**config.mk**
```make
export PLATFORM = sky130hd
export DESIGN_NAME = ckg_top
export DESIGN_NICKNAME = d
export VERILOG_FILES = /design/src/design/ckg_pkg.sv /design/src/design/ckg_chan_if.sv /design/src/design/ckg_chan.sv /design/src/design/ckg_sat.sv /design/src/design/ckg_top.sv
export SDC_FILE = /design/constraint.sdc
export NUM_CORES = 1
export LEC_CHECK = 0
export BUFFER_PORTS_ARGS = -buffer_cell sky130_fd_sc_hd__buf_4
export CAP_MARGIN = 15
export CORE_MARGIN = 2
export CORE_UTILIZATION = 58
export DETAILED_ROUTE_END_ITERATION = 6
export PLACE_DENSITY = 0.86
export SETUP_SLACK_MARGIN = 0.2
export SLEW_MARGIN = 40
export SYNTH_ARGS = -nofsm -noshare
export SYNTH_HDL_FRONTEND = slang
export SYNTH_HIERARCHICAL = 1
export SYNTH_SLANG_ARGS = --single-unit
export TNS_END_PERCENT = 5
```
**constraint.sdc**
```tcl
create_clock -name i_clk -period 9.6 [get_ports i_clk]
set_input_delay 0.48 -clock i_clk [delete_from_list [all_inputs] [get_ports i_clk]]
set_output_delay 0.48 -clock i_clk [all_outputs]
set_load 0.005 [all_outputs]
```
**src/design/ckg_pkg.sv**
```systemverilog
/*
 Constants and types of the clock output configuration block:
 register offsets, field positions, limits and reset values.
 Assumes one 125 MHz clock and a plain register port of 32-bit words.
*/
// Behaviour
// - Output drives only when its configuration enable and gate pin are high.
// - In differential mode the pair gate pin alone gates both legs.
// - With three single-ended outputs the first gate pin works normally.
// - First two outputs may form one differential output in four formats.
// - Any output may carry the input clock copy instead of the synthesized clock.
// - Each output, bypassed or not, may be inverted.
// - Spread applies to synthesized outputs, never to bypassed ones.
// - Deviation: center to 3% in 0.125% steps, down to 4% in 0.25%.
// - Modulation rate programmable from 30 kHz to 130 kHz.
// - Input is a crystal to 50 MHz or a reference clock to 200 MHz.
// - Internal load capacitance 4.36 pF to 20.36 pF in 0.05 pF steps.
// - Loading modes: internal only, external only, or both together.
// - Internal load capacitors bypassed when the reference clock is selected.
// - Each single-ended output has four selectable drive strengths.
// - Each output frequency programmable from 8 kHz to 200 MHz.
// - Master writes every configuration register; device applies the values.
// - Until lock, single-ended outputs low, differential pair low/high.
// - Disabled output state is high impedance or driven low.
// - Power-down pin low holds all outputs low; high resumes operation.
package ckg_pkg;
   localparam int         ADDR_W     = 8;
   localparam int         DATA_W     = 32;
   localparam int         NCH        = 3;
   localparam logic [7:0] OFF_CTRL   = 8'h00;
   localparam logic [7:0] OFF_LOAD   = 8'h04;
   localparam logic [7:0] OFF_OUT    = 8'h08;
   localparam logic [7:0] OFF_SS     = 8'h0C;
   localparam logic [7:0] OFF_FREQ0  = 8'h10;
   localparam logic [7:0] OFF_FREQ1  = 8'h14;
   localparam logic [7:0] OFF_FREQ2  = 8'h18;
   localparam logic [7:0] OFF_STAT   = 8'h1C;
   localparam int         F_SRC      = 0;
   localparam int         F_LOAD     = 1;
   localparam int         F_DIFF     = 3;
   localparam int         F_FMT      = 4;
   localparam int         OC_STRIDE  = 8;
   localparam int         F_EN       = 0;
   localparam int         F_BYP      = 1;
   localparam int         F_INV      = 2;
   localparam int         F_HIZ      = 3;
   localparam int         F_DRV      = 4;
   localparam int         F_SS_EN    = 0;
   localparam int         F_SS_DOWN  = 1;
   localparam int         F_SS_DEV   = 8;
   localparam int         F_SS_RATE  = 16;
   localparam int         CAP_W      = 9;
   localparam int         DEV_W      = 5;
   localparam int         RATE_W     = 8;
   localparam int         FREQ_W     = 28;
   localparam logic [8:0] CAP_MIN    = 9'h000;
   localparam logic [8:0] CAP_MAX    = 9'h140;
   localparam logic [8:0] CAP_RST    = 9'h0B4;
   localparam logic [4:0] DEV_MIN    = 5'h01;
   localparam logic [4:0] DEV_CTR_MAX = 5'h18;
   localparam logic [4:0] DEV_DN_MAX = 5'h10;
   localparam logic [7:0] RATE_MIN   = 8'h1E;
   localparam logic [7:0] RATE_MAX   = 8'h82;
   localparam logic [27:0] FREQ_MIN  = 28'h0001F40;
   localparam logic [27:0] FREQ_MAX  = 28'hBEBC200;
   localparam logic [27:0] FREQ_RST  = 28'h17D7840;
   localparam logic       SRC_RST    = 1'b0;
   localparam logic       DIFF_RST   = 1'b0;
   localparam logic [7:0] OUT_RST    = 8'h00;
   localparam logic       SS_EN_RST  = 1'b0;
   typedef enum logic [1:0] {CKG_LOAD_INT, CKG_LOAD_EXT, CKG_LOAD_BOTH, CKG_LOAD_RSVD}
      ckg_load_t;
   typedef enum logic [1:0] {CKG_FMT_PECL, CKG_FMT_LVDS, CKG_FMT_HCSL, CKG_FMT_CML}
      ckg_fmt_t;
endpackage

```
**src/design/ckg_chan_if.sv**
```systemverilog
/*
 Per-output configuration and result bundle between the top and one
 output channel. Assumes the top drives the configuration side.
*/
interface ckg_chan_if;
   logic en;
   logic byp;
   logic inv;
   logic hiz;
   logic hold_hi;
   logic gate;
   logic lvl;
   logic oe;
   modport ctl  (output en, byp, inv, hiz, hold_hi, gate, input lvl, oe);
   modport chan (input en, byp, inv, hiz, hold_hi, gate, output lvl, oe);
endinterface

```
**src/design/ckg_chan.sv**
```systemverilog
/*
 One clock output channel: source select, inversion, gating and the
 forced states for power-down, disable and unlocked synthesizer.
 Assumes clock levels arrive sampled on i_clk.
*/
module ckg_chan (
   input  logic     i_clk,
   input  logic     i_rst_n,
   input  logic     i_pd_n,
   input  logic     i_locked,
   input  logic     i_ref_lvl,
   input  logic     i_syn_lvl,
   ckg_chan_if.chan bus
);
   logic lvl_r;
   logic lvl_nxt;
   logic oe_r;
   logic oe_nxt;
   wire  src    = bus.byp ? i_ref_lvl : i_syn_lvl;
   wire  wave   = src ^ bus.inv;
   wire  active = bus.en & bus.gate;

   always_comb
   begin
      lvl_nxt = 1'b0;
      oe_nxt  = 1'b1;
      if (!i_pd_n)
         lvl_nxt = 1'b0;
      else if (!active)
         oe_nxt = ~bus.hiz;
      else if (!i_locked)
         lvl_nxt = bus.hold_hi;
      else
         lvl_nxt = wave;
   end

   always_ff @(posedge i_clk or negedge i_rst_n)
   begin
      if (!i_rst_n)
      begin
         lvl_r <= 1'b0;
         oe_r  <= 1'b1;
      end
      else
      begin
         lvl_r <= lvl_nxt;
         oe_r  <= oe_nxt;
      end
   end

   assign bus.lvl = lvl_r;
   assign bus.oe  = oe_r;

   AST_BYPASS_COPY: assert property (@(posedge i_clk) disable iff (!i_rst_n)
      i_pd_n && active && i_locked && bus.byp
      |=> bus.lvl == ($past(i_ref_lvl) ^ $past(bus.inv)))
      else $error("bypass output is not the input clock copy");
   AST_DISABLED_STATE: assert property (@(posedge i_clk) disable iff (!i_rst_n)
      i_pd_n && !active |=> !bus.lvl && (bus.oe == !$past(bus.hiz)))
      else $error("disabled output in wrong state");
   AST_PD_LOW: assert property (@(posedge i_clk) disable iff (!i_rst_n)
      !i_pd_n |=> !bus.lvl && bus.oe)
      else $error("output not held low in power-down");
endmodule

```
**src/design/ckg_sat.sv**
```systemverilog
/*
 Saturating limiter: clips a written field into its legal range.
 Assumes LO is not above HI.
*/
module ckg_sat #(
   parameter int           W  = 8,
   parameter logic [W-1:0] LO = '0,
   parameter logic [W-1:0] HI = '1
) (
   input  logic [W-1:0] i_val,
   output logic [W-1:0] o_val
);
   wire below = (i_val < LO);
   wire above = (i_val > HI);
   assign o_val = below ? LO : (above ? HI : i_val);
endmodule

```
**src/design/ckg_top.sv**
```systemverilog
/*
 Clock output configuration control: configuration registers on a plain
 port, crystal load and spread settings, and three output channels.
 Assumes pins and clock levels are synchronous to i_clk, and that the
 synthesizer reports lock on i_pll_locked.
*/
// Implementation choices: the address-and-strobe port and the register offsets.
module ckg_top (
   input  logic        i_clk,
   input  logic        i_nrst,
   input  logic [7:0]  i_addr,
   input  logic [31:0] i_wdata,
   input  logic        i_wr,
   input  logic        i_rd,
   output logic [31:0] o_rdata,
   input  logic        i_ref_clk_lvl,
   input  logic        i_synth_clk_lvl,
   input  logic        i_pll_locked,
   input  logic        i_power_down_n_pin,
   input  logic        i_first_gate_pin,
   input  logic        i_pair_gate_pin,
   input  logic        i_third_gate_pin,
   output logic        o_first_clock_output,
   output logic        o_first_clock_oe,
   output logic        o_second_clock_output,
   output logic        o_second_clock_oe,
   output logic        o_third_clock_output,
   output logic        o_third_clock_oe,
   output logic        o_src_ref,
   output logic        o_cap_int_en,
   output logic        o_cap_ext_en,
   output logic [8:0]  o_cap_code,
   output logic        o_diff_mode,
   output logic [1:0]  o_diff_fmt,
   output logic [5:0]  o_drive,
   output logic        o_ss_en,
   output logic        o_ss_down,
   output logic [4:0]  o_ss_dev,
   output logic [7:0]  o_ss_rate,
   output logic [2:0]  o_ss_applied,
   output logic [27:0] o_freq0,
   output logic [27:0] o_freq1,
   output logic [27:0] o_freq2
);
   logic                rst_s1_r;
   logic                rst_n;
   logic                src_r;
   ckg_pkg::ckg_load_t  load_r;
   logic                diff_r;
   ckg_pkg::ckg_fmt_t   fmt_r;
   logic [8:0]          cap_r;
   logic [2:0]          en_r;
   logic [2:0]          byp_r;
   logic [2:0]          inv_r;
   logic [2:0]          hiz_r;
   logic [5:0]          drv_r;
   logic                ss_en_r;
   logic                ss_down_r;
   logic [4:0]          dev_r;
   logic [7:0]          rate_r;
   logic [27:0]         freq0_r;
   logic [27:0]         freq1_r;
   logic [27:0]         freq2_r;
   logic [31:0]         rdata_r;
   logic [31:0]         rdata_nxt;
   logic [8:0]          cap_sat;
   logic [4:0]          dev_ctr_sat;
   logic [4:0]          dev_dn_sat;
   logic [7:0]          rate_sat;
   logic [27:0]         freq_sat;
   logic [2:0]          eff_en;
   logic [2:0]          eff_byp;
   logic [2:0]          eff_inv;
   logic [2:0]          eff_hiz;
   logic [2:0]          eff_hold;
   logic [2:0]          eff_gate;
   logic [2:0]          ch_lvl;
   logic [2:0]          ch_oe;
   logic [31:0]         stat_word;

   // Reset release through two flops; assertion stays asynchronous
   always_ff @(posedge i_clk or negedge i_nrst)
   begin
      if (!i_nrst)
      begin
         rst_s1_r <= 1'b0;
         rst_n    <= 1'b0;
      end
      else
      begin
         rst_s1_r <= 1'b1;
         rst_n    <= rst_s1_r;
      end
   end

   // Write decode
   wire wr_ctrl  = i_wr && (i_addr == ckg_pkg::OFF_CTRL);
   wire wr_load  = i_wr && (i_addr == ckg_pkg::OFF_LOAD);
   wire wr_out   = i_wr && (i_addr == ckg_pkg::OFF_OUT);
   wire wr_ss    = i_wr && (i_addr == ckg_pkg::OFF_SS);
   wire wr_freq0 = i_wr && (i_addr == ckg_pkg::OFF_FREQ0);
   wire wr_freq1 = i_wr && (i_addr == ckg_pkg::OFF_FREQ1);
   wire wr_freq2 = i_wr && (i_addr == ckg_pkg::OFF_FREQ2);

   wire [1:0] load_wr = i_wdata[ckg_pkg::F_LOAD +: 2];
   // Reserved loading code leaves the mode unchanged
   wire load_ok = (load_wr != 2'(ckg_pkg::CKG_LOAD_RSVD));
   wire ss_down_wr = i_wdata[ckg_pkg::F_SS_DOWN];

   // load code clipped to the legal span
   ckg_sat #(
      .W  (ckg_pkg::CAP_W),
      .LO (ckg_pkg::CAP_MIN),
      .HI (ckg_pkg::CAP_MAX)
   ) u_sat_cap (
      .i_val (i_wdata[ckg_pkg::CAP_W-1:0]),
      .o_val (cap_sat)
   );

   // center spread steps of 0.125 %
   ckg_sat #(
      .W  (ckg_pkg::DEV_W),
      .LO (ckg_pkg::DEV_MIN),
      .HI (ckg_pkg::DEV_CTR_MAX)
   ) u_sat_dev_ctr (
      .i_val (i_wdata[ckg_pkg::F_SS_DEV +: ckg_pkg::DEV_W]),
      .o_val (dev_ctr_sat)
   );

   // down spread steps of 0.25 %
   ckg_sat #(
      .W  (ckg_pkg::DEV_W),
      .LO (ckg_pkg::DEV_MIN),
      .HI (ckg_pkg::DEV_DN_MAX)
   ) u_sat_dev_dn (
      .i_val (i_wdata[ckg_pkg::F_SS_DEV +: ckg_pkg::DEV_W]),
      .o_val (dev_dn_sat)
   );

   ckg_sat #(
      .W  (ckg_pkg::RATE_W),
      .LO (ckg_pkg::RATE_MIN),
      .HI (ckg_pkg::RATE_MAX)
   ) u_sat_rate (
      .i_val (i_wdata[ckg_pkg::F_SS_RATE +: ckg_pkg::RATE_W]),
      .o_val (rate_sat)
   );

   ckg_sat #(
      .W  (ckg_pkg::FREQ_W),
      .LO (ckg_pkg::FREQ_MIN),
      .HI (ckg_pkg::FREQ_MAX)
   ) u_sat_freq (
      .i_val (i_wdata[ckg_pkg::FREQ_W-1:0]),
      .o_val (freq_sat)
   );

   always_ff @(posedge i_clk or negedge rst_n)
   begin
      if (!rst_n)
      begin
         src_r  <= ckg_pkg::SRC_RST;
         load_r <= ckg_pkg::CKG_LOAD_INT;
         diff_r <= ckg_pkg::DIFF_RST;
         fmt_r  <= ckg_pkg::CKG_FMT_PECL;
      end
      else if (wr_ctrl)
      begin
         src_r  <= i_wdata[ckg_pkg::F_SRC];
         load_r <= load_ok ? ckg_pkg::ckg_load_t'(load_wr) : load_r;
         diff_r <= i_wdata[ckg_pkg::F_DIFF];
         fmt_r  <= ckg_pkg::ckg_fmt_t'(i_wdata[ckg_pkg::F_FMT +: 2]);
      end
   end

   always_ff @(posedge i_clk or negedge rst_n)
   begin
      if (!rst_n)
         cap_r <= ckg_pkg::CAP_RST;
      else if (wr_load)
         cap_r <= cap_sat;
   end

   genvar g;
   generate
      for (g = 0; g < ckg_pkg::NCH; g++)
      begin : g_out
         localparam int B = g * ckg_pkg::OC_STRIDE;
         always_ff @(posedge i_clk or negedge rst_n)
         begin
            if (!rst_n)
            begin
               en_r[g]          <= ckg_pkg::OUT_RST[ckg_pkg::F_EN];
               byp_r[g]         <= ckg_pkg::OUT_RST[ckg_pkg::F_BYP];
               inv_r[g]         <= ckg_pkg::OUT_RST[ckg_pkg::F_INV];
               hiz_r[g]         <= ckg_pkg::OUT_RST[ckg_pkg::F_HIZ];
               drv_r[2*g +: 2]  <= ckg_pkg::OUT_RST[ckg_pkg::F_DRV +: 2];
            end
            else if (wr_out)
            begin
               en_r[g]          <= i_wdata[B + ckg_pkg::F_EN];
               byp_r[g]         <= i_wdata[B + ckg_pkg::F_BYP];
               inv_r[g]         <= i_wdata[B + ckg_pkg::F_INV];
               hiz_r[g]         <= i_wdata[B + ckg_pkg::F_HIZ];
               drv_r[2*g +: 2]  <= i_wdata[B + ckg_pkg::F_DRV +: 2];
            end
         end
      end
   endgenerate

   // deviation limit follows the spread type written with it
   always_ff @(posedge i_clk or negedge rst_n)
   begin
      if (!rst_n)
      begin
         ss_en_r   <= ckg_pkg::SS_EN_RST;
         ss_down_r <= 1'b0;
         dev_r     <= ckg_pkg::DEV_MIN;
         rate_r    <= ckg_pkg::RATE_MIN;
      end
      else if (wr_ss)
      begin
         ss_en_r   <= i_wdata[ckg_pkg::F_SS_EN];
         ss_down_r <= ss_down_wr;
         dev_r     <= ss_down_wr ? dev_dn_sat : dev_ctr_sat;
         rate_r    <= rate_sat;
      end
   end

   always_ff @(posedge i_clk or negedge rst_n)
   begin
      if (!rst_n)
      begin
         freq0_r <= ckg_pkg::FREQ_RST;
         freq1_r <= ckg_pkg::FREQ_RST;
         freq2_r <= ckg_pkg::FREQ_RST;
      end
      else
      begin
         freq0_r <= wr_freq0 ? freq_sat : freq0_r;
         freq1_r <= wr_freq1 ? freq_sat : freq1_r;
         freq2_r <= wr_freq2 ? freq_sat : freq2_r;
      end
   end

   // pair takes its settings from the second output
   // the first leg is true, the second is the complement
   // pair gated by the pair pin only
   assign eff_en[0]   = diff_r ? en_r[1] : en_r[0];
   assign eff_byp[0]  = diff_r ? byp_r[1] : byp_r[0];
   assign eff_inv[0]  = diff_r ? inv_r[1] : inv_r[0];
   assign eff_hiz[0]  = diff_r ? hiz_r[1] : hiz_r[0];
   // single-ended first output uses its own pin
   assign eff_gate[0] = diff_r ? i_pair_gate_pin : i_first_gate_pin;
   assign eff_hold[0] = 1'b0;
   assign eff_en[1]   = en_r[1];
   assign eff_byp[1]  = byp_r[1];
   assign eff_inv[1]  = diff_r ? ~inv_r[1] : inv_r[1];
   assign eff_hiz[1]  = hiz_r[1];
   assign eff_gate[1] = i_pair_gate_pin;
   assign eff_hold[1] = diff_r;
   assign eff_en[2]   = en_r[2];
   assign eff_byp[2]  = byp_r[2];
   assign eff_inv[2]  = inv_r[2];
   assign eff_hiz[2]  = hiz_r[2];
   assign eff_gate[2] = i_third_gate_pin;
   assign eff_hold[2] = 1'b0;

   ckg_chan_if chx[ckg_pkg::NCH] ();

   generate
      for (g = 0; g < ckg_pkg::NCH; g++)
      begin : g_ch
         assign chx[g].en      = eff_en[g];
         assign chx[g].byp     = eff_byp[g];
         assign chx[g].inv     = eff_inv[g];
         assign chx[g].hiz     = eff_hiz[g];
         assign chx[g].hold_hi = eff_hold[g];
         assign chx[g].gate    = eff_gate[g];
         assign ch_lvl[g]      = chx[g].lvl;
         assign ch_oe[g]       = chx[g].oe;
         // spread never reaches a bypassed output
         assign o_ss_applied[g] = ss_en_r & ~eff_byp[g];
         ckg_chan u_ch (
            .i_clk     (i_clk),
            .i_rst_n   (rst_n),
            .i_pd_n    (i_power_down_n_pin),
            .i_locked  (i_pll_locked),
            .i_ref_lvl (i_ref_clk_lvl),
            .i_syn_lvl (i_synth_clk_lvl),
            .bus       (chx[g].chan)
         );
      end
   endgenerate

   assign stat_word = {17'h0, o_ss_applied, 1'b0, ch_oe, 1'b0,
                       i_third_gate_pin, i_pair_gate_pin, i_first_gate_pin,
                       diff_r, src_r, i_power_down_n_pin, i_pll_locked};

   // Read mux; unmapped addresses read zero
   always_comb
   begin
      rdata_nxt = 32'h00000000;
      if (!i_rd)
         rdata_nxt = 32'h00000000;
      else if (i_addr == ckg_pkg::OFF_CTRL)
         rdata_nxt = {26'h0, fmt_r, diff_r, load_r, src_r};
      else if (i_addr == ckg_pkg::OFF_LOAD)
         rdata_nxt = {23'h0, cap_r};
      else if (i_addr == ckg_pkg::OFF_OUT)
         rdata_nxt = {8'h00,
                      2'h0, drv_r[5:4], hiz_r[2], inv_r[2], byp_r[2], en_r[2],
                      2'h0, drv_r[3:2], hiz_r[1], inv_r[1], byp_r[1], en_r[1],
                      2'h0, drv_r[1:0], hiz_r[0], inv_r[0], byp_r[0], en_r[0]};
      else if (i_addr == ckg_pkg::OFF_SS)
         rdata_nxt = {8'h00, rate_r, 3'h0, dev_r, 6'h00, ss_down_r, ss_en_r};
      else if (i_addr == ckg_pkg::OFF_FREQ0)
         rdata_nxt = {4'h0, freq0_r};
      else if (i_addr == ckg_pkg::OFF_FREQ1)
         rdata_nxt = {4'h0, freq1_r};
      else if (i_addr == ckg_pkg::OFF_FREQ2)
         rdata_nxt = {4'h0, freq2_r};
      else if (i_addr == ckg_pkg::OFF_STAT)
         rdata_nxt = stat_word;
   end

   always_ff @(posedge i_clk or negedge rst_n)
   begin
      if (!rst_n)
         rdata_r <= 32'h00000000;
      else
         rdata_r <= rdata_nxt;
   end

   assign o_rdata               = rdata_r;
   assign o_first_clock_output  = ch_lvl[0];
   assign o_first_clock_oe      = ch_oe[0];
   assign o_second_clock_output = ch_lvl[1];
   assign o_second_clock_oe     = ch_oe[1];
   assign o_third_clock_output  = ch_lvl[2];
   assign o_third_clock_oe      = ch_oe[2];
   assign o_src_ref             = src_r;
   // internal caps out of circuit on reference input
   assign o_cap_int_en = ~src_r & (load_r != ckg_pkg::CKG_LOAD_EXT);
   assign o_cap_ext_en = ~src_r & (load_r != ckg_pkg::CKG_LOAD_INT);
   assign o_cap_code   = cap_r;
   assign o_diff_mode  = diff_r;
   assign o_diff_fmt   = fmt_r;
   assign o_drive      = drv_r;
   assign o_ss_en      = ss_en_r;
   assign o_ss_down    = ss_down_r;
   assign o_ss_dev     = dev_r;
   assign o_ss_rate    = rate_r;
   assign o_freq0      = freq0_r;
   assign o_freq1      = freq1_r;
   assign o_freq2      = freq2_r;

   AST_CAP_RANGE: assert property (@(posedge i_clk) disable iff (!rst_n)
      wr_load |=> o_cap_code <= ckg_pkg::CAP_MAX)
      else $error("load code beyond range");
   AST_CAP_BYPASS: assert property (@(posedge i_clk) disable iff (!rst_n)
      wr_ctrl && i_wdata[ckg_pkg::F_SRC] |=> !o_cap_int_en && !o_cap_ext_en)
      else $error("load caps active on reference input");
   AST_LOAD_EXT: assert property (@(posedge i_clk) disable iff (!rst_n)
      wr_ctrl && !i_wdata[ckg_pkg::F_SRC] && load_wr == 2'h1
      |=> !o_cap_int_en && o_cap_ext_en)
      else $error("external-only loading not applied");
   AST_DEV_DOWN: assert property (@(posedge i_clk) disable iff (!rst_n)
      wr_ss && ss_down_wr |=> o_ss_dev >= ckg_pkg::DEV_MIN && o_ss_dev <= ckg_pkg::DEV_DN_MAX)
      else $error("down spread deviation out of range");
   AST_RATE_RANGE: assert property (@(posedge i_clk) disable iff (!rst_n)
      wr_ss |=> o_ss_rate >= ckg_pkg::RATE_MIN && o_ss_rate <= ckg_pkg::RATE_MAX)
      else $error("modulation rate out of range");
   AST_FREQ_WRITE: assert property (@(posedge i_clk) disable iff (!rst_n)
      wr_freq1 && i_wdata[27:0] >= ckg_pkg::FREQ_MIN && i_wdata[27:0] <= ckg_pkg::FREQ_MAX
      |=> o_freq1 == $past(i_wdata[27:0])
          ##1 ($past(wr_freq1) || o_freq1 == $past(i_wdata[27:0], 2)))
      else $error("frequency write not applied");
   AST_FREQ_RANGE: assert property (@(posedge i_clk) disable iff (!rst_n)
      wr_freq2 |=> o_freq2 >= ckg_pkg::FREQ_MIN && o_freq2 <= ckg_pkg::FREQ_MAX)
      else $error("frequency out of range");
   AST_SS_BYPASS: assert property (@(posedge i_clk) disable iff (!rst_n)
      wr_out && i_wdata[ckg_pkg::OC_STRIDE * 2 + ckg_pkg::F_BYP] |=> !o_ss_applied[2])
      else $error("spread applied to bypassed output");
   AST_PAIR_GATE: assert property (@(posedge i_clk) disable iff (!rst_n)
      diff_r && !i_pair_gate_pin && i_first_gate_pin
      |=> !o_first_clock_output && !o_second_clock_output)
      else $error("pair not gated by the pair pin");
   AST_FIRST_GATE: assert property (@(posedge i_clk) disable iff (!rst_n)
      !diff_r && !i_first_gate_pin && i_pair_gate_pin |=> !o_first_clock_output)
      else $error("first output not gated by its own pin");
   AST_CFG_GATE: assert property (@(posedge i_clk) disable iff (!rst_n)
      !en_r[2] && i_third_gate_pin |=> !o_third_clock_output)
      else $error("output drives while disabled in configuration");
   AST_HOLD_DIFF: assert property (@(posedge i_clk) disable iff (!rst_n)
      diff_r && en_r[1] && i_pair_gate_pin && i_power_down_n_pin && !i_pll_locked
      |=> !o_first_clock_output && o_second_clock_output)
      else $error("pair not held low/high before lock");
   AST_DIFF_FMT: assert property (@(posedge i_clk) disable iff (!rst_n)
      wr_ctrl |=> o_diff_fmt == $past(i_wdata[ckg_pkg::F_FMT +: 2]))
      else $error("differential format not applied");
   AST_PD_ALL: assert property (@(posedge i_clk) disable iff (!rst_n)
      !i_power_down_n_pin |=> ch_lvl == 3'h0 && ch_oe == 3'h7)
      else $error("outputs not low in power-down");
endmodule

```
==> results.cfg <==
[outcome]
status = complete, no violations

[clock_tree]
clkTransAtPathRegs_ns = 0.06
clockBufferDepth = 2
postCtsHoldBufs = 1
cts_tree = yes
insertion_delay_ns = 0.43
cts-root-buf = clkbuf_16
clock_sinks = 168
cts_inserted_buffers = 17
post_cts_buffers = 0
post_cts_resized = 0
ctsHtreeMaxLevel = 4

[timing]
setup_violations = 0
fin_crit_ns = 3.06
relSlewSlack = 0.425
finalHoldViolCount = 0
rsz0062_at_grt = no
finalClockSkew_ns = 0.00692
finalCritPeriodShare = 0.318
fmax_mhz = 327
finalWorstSetupSlack_ns = 6.54
slew_violations = 0
timing.hold.ws_ns = 0.301
tightest_slew_ns = 0.861
fin_tns_setup_ns = 0

[placed_design]
dp_hpwl_microns = 16900
gp_congestion = 0.906
dpl-instance-area_sq_um = 10100
dp_cells = 1052
pre_cts_slack_ns = 6.19
io_buffers = 203

[finish]
final_util = 0.743
multi_input_area_sq_um = 3950
diodes = 0
area_growth_syn_to_layout_pct = 26.3
regArea_sq_um = 4270
n_fill_cell = 987
fin_cells = 1085
fin_nets = 939
drive_above_1_share = 0.511
design_area_sq_um = 10700

[setup_path]
end_kind = flop
critPathKind = input pin to flop
r2r_start = o_diff_mode
start_kind = input pin
arrival_ns = 3.36
r2r_slack_ns = 7.67
crit_required_ns = 9.91
crit_fanout = 17
r2r_end = o_rdata[12]
reg2reg_depth = 4

[synth]
synth.cell_area_sq_um = 8490
yosys-mux-area-fraction = 0.231
synth_area_leader_cell = dfrtp_1
synth_top_family_by_area = multiplexers
ys_seq_area_frac = 0.502
synth_top_area_frac = 0.354
yosys.area_share.simple = 0.117
yosys_warnings = 6
synth.area.top_cells = dfrtp_1, mux2_2, dfstp_2
synth_fa_ha_area_frac = 0
ys_ff_latch = 168
syn_area_per_cell_sq_um = 12.0
synth_edf_count = 0
synth.distinct_cells = 68
synth_flop_cell = dfrtp_1
postSynthCellCount = 706
synth_compound_area_frac = 0.111
async_reset_ff_frac = 1.00
synthXorXnorAreaFrac = 0.00103

[grt]
grt_util_all_layers = 0.317
antenna_found_initial = 0
met3_usage = 0.0740
grt-ovfl-total = 0
use_met2 = 0.519
grtUsageMet1 = 0.416
grt.busiest_layer = met2
grt_pass1_vias = 6818
grt_max_degree = 85
grt_pass1_wl_microns = 38300

[detailed_routing]
wl_microns = 24900
first_pass_iters = 4
ant_nets = 0
wl_per_cell_microns = 23.0
dr.first_iter.drc_count = 544
viasPerCell = 6.35
drc = 0
num_vias = 6894

[pwr]
powerDensity_nw_per_um2 = 157
ir_worst_vdd_v = 0.000107
leakage_nw = 5.24
power_mw = 1.69

[floorplan]
io_pins = 212
fp.dieH_microns = 125
fp.dieW_microns = 125
core_region_area_sq_um = 14400
start_util = 0.588
dieArea_sq_um = 15600
rows = 44

[worst_hold_path]
hold_start = i_power_down_n_pin
worstHoldEndpoint = g_ch[2].u_ch/bus.oe
whs_path_depth = 2
hp-class = input pin to flop

[job]
max_cap_violations = 0
-- power by group --
| group | internal [mW] | total (mW) | switching, mW | leakage [nW] |
|---|---|---|---|---|
| Sequential | 0.742 | 0.771 | 0.0289 | 2.15 |
| Combinational | 0.0908 | 0.184 | 0.0930 | 2.78 |
| Clock | 0.455 | 0.732 | 0.277 | 0.316 |
| Total | 1.29 | 1.69 | 0.399 | 5.24 |
-- metal layers --
metal  vias to the layer above  wire length, microns  part of all wire
li1                       2940                     -                 -
met1                      3468                  9990              0.40
met2                       419                 12100              0.48
met3                        67                  2040             0.082
met4                         0                   825             0.033
met5                         -                     0                 0
-- synthesized netlist by cell type, types with 4 or more instances --
cell,count
o21ai_0,27
buf_4,7
a32oi_1,8
nand4_1,6
nor2_1,35
buf_6,4
clkbuf_1,24
nand2b_1,6
nor2b_1,16
dfrtp_1,120
a21o_1,8
nand3b_1,7
and2_1,9
nand2_1,30
nand3_1,4
dfstp_2,48
a2bb2oi_1,4
and3_1,16
o221ai_1,4
a21oi_1,26
buf_2,8
mux2_4,10
a211oi_1,7
o22a_1,4
mux2_2,121
nor3_1,14
mux2i_1,27
a21o_2,9
o22ai_1,8
nor4_1,4
buf_1,7
or3_1,4
inv_1,10
mux4_2,8
-- placed cells by master, fill, tap and decap left out, types with 10 or more instances in the layout --
cell and n:
buf_4 206, mux2_2 121, dfrtp_1 119, dfstp_2 48
nor2_1 34, nand2_1 30, o21ai_0 27, mux2i_1 27
a21oi_1 26, clkbuf_16 17, nor2b_1 16, and3_1 16
nor3_1 13, inv_1 10, mux2_4 10
-- worst max-delay path by stage --
stage | from | to | cells past startpoint | slack, ns
2_1_floorplan | rst_n | byp_r[0] | 0 | 4.66
3_3_place_gp | i_addr[5] | o_freq2[3] | 6 | 6.20
3_5_place_dp | i_addr[5] | o_freq2[26] | 6 | 6.19
4_1_cts | i_addr[5] | o_freq2[26] | 6 | 6.60
5_1_grt | i_addr[5] | o_freq2[26] | 6 | 6.52
6_report | i_addr[5] | o_freq2[26] | 6 | 6.54
-- sequential cells by signal, summed over array words and instances (netlist names), 3 cells and up --
signal	flops
o_freq1	28
o_freq2	28
o_cap_code	9
o_ss_rate	8
g_ch.u_ch/bus.oe	3
o_drive	6
g_ch.u_ch/bus.lvl	3
o_freq0	28
o_ss_dev	5
o_rdata	28
-- worst max-delay path, stage by stage --
cell and delay (ns):
buf_4 0.13, or4b_1 0.73, nor2_4 0.51, and3_1 0.71, buf_4 0.41, mux2_2 0.38
-- kinds of logic after synthesis --
family,count (synthesis)
flops,168
compound gates,134
simple gates,173
xor+xnor,1
mux,166
other cells,2
buf+inv,62
-- area by class of cell --
| class | count | share of cell area |
|---|---|---|
| multi-input combinational | 481 | 0.368 |
| clock buffer | 20 | 0.0435 |
| tap | 184 | 0.0215 |
| timing repair buffer | 210 | 0.149 |
| clock inverter | 12 | 0.0159 |
| sequential | 168 | 0.398 |
| inverter | 10 | 0.00350 |
(Power assumes the default switching activity.)
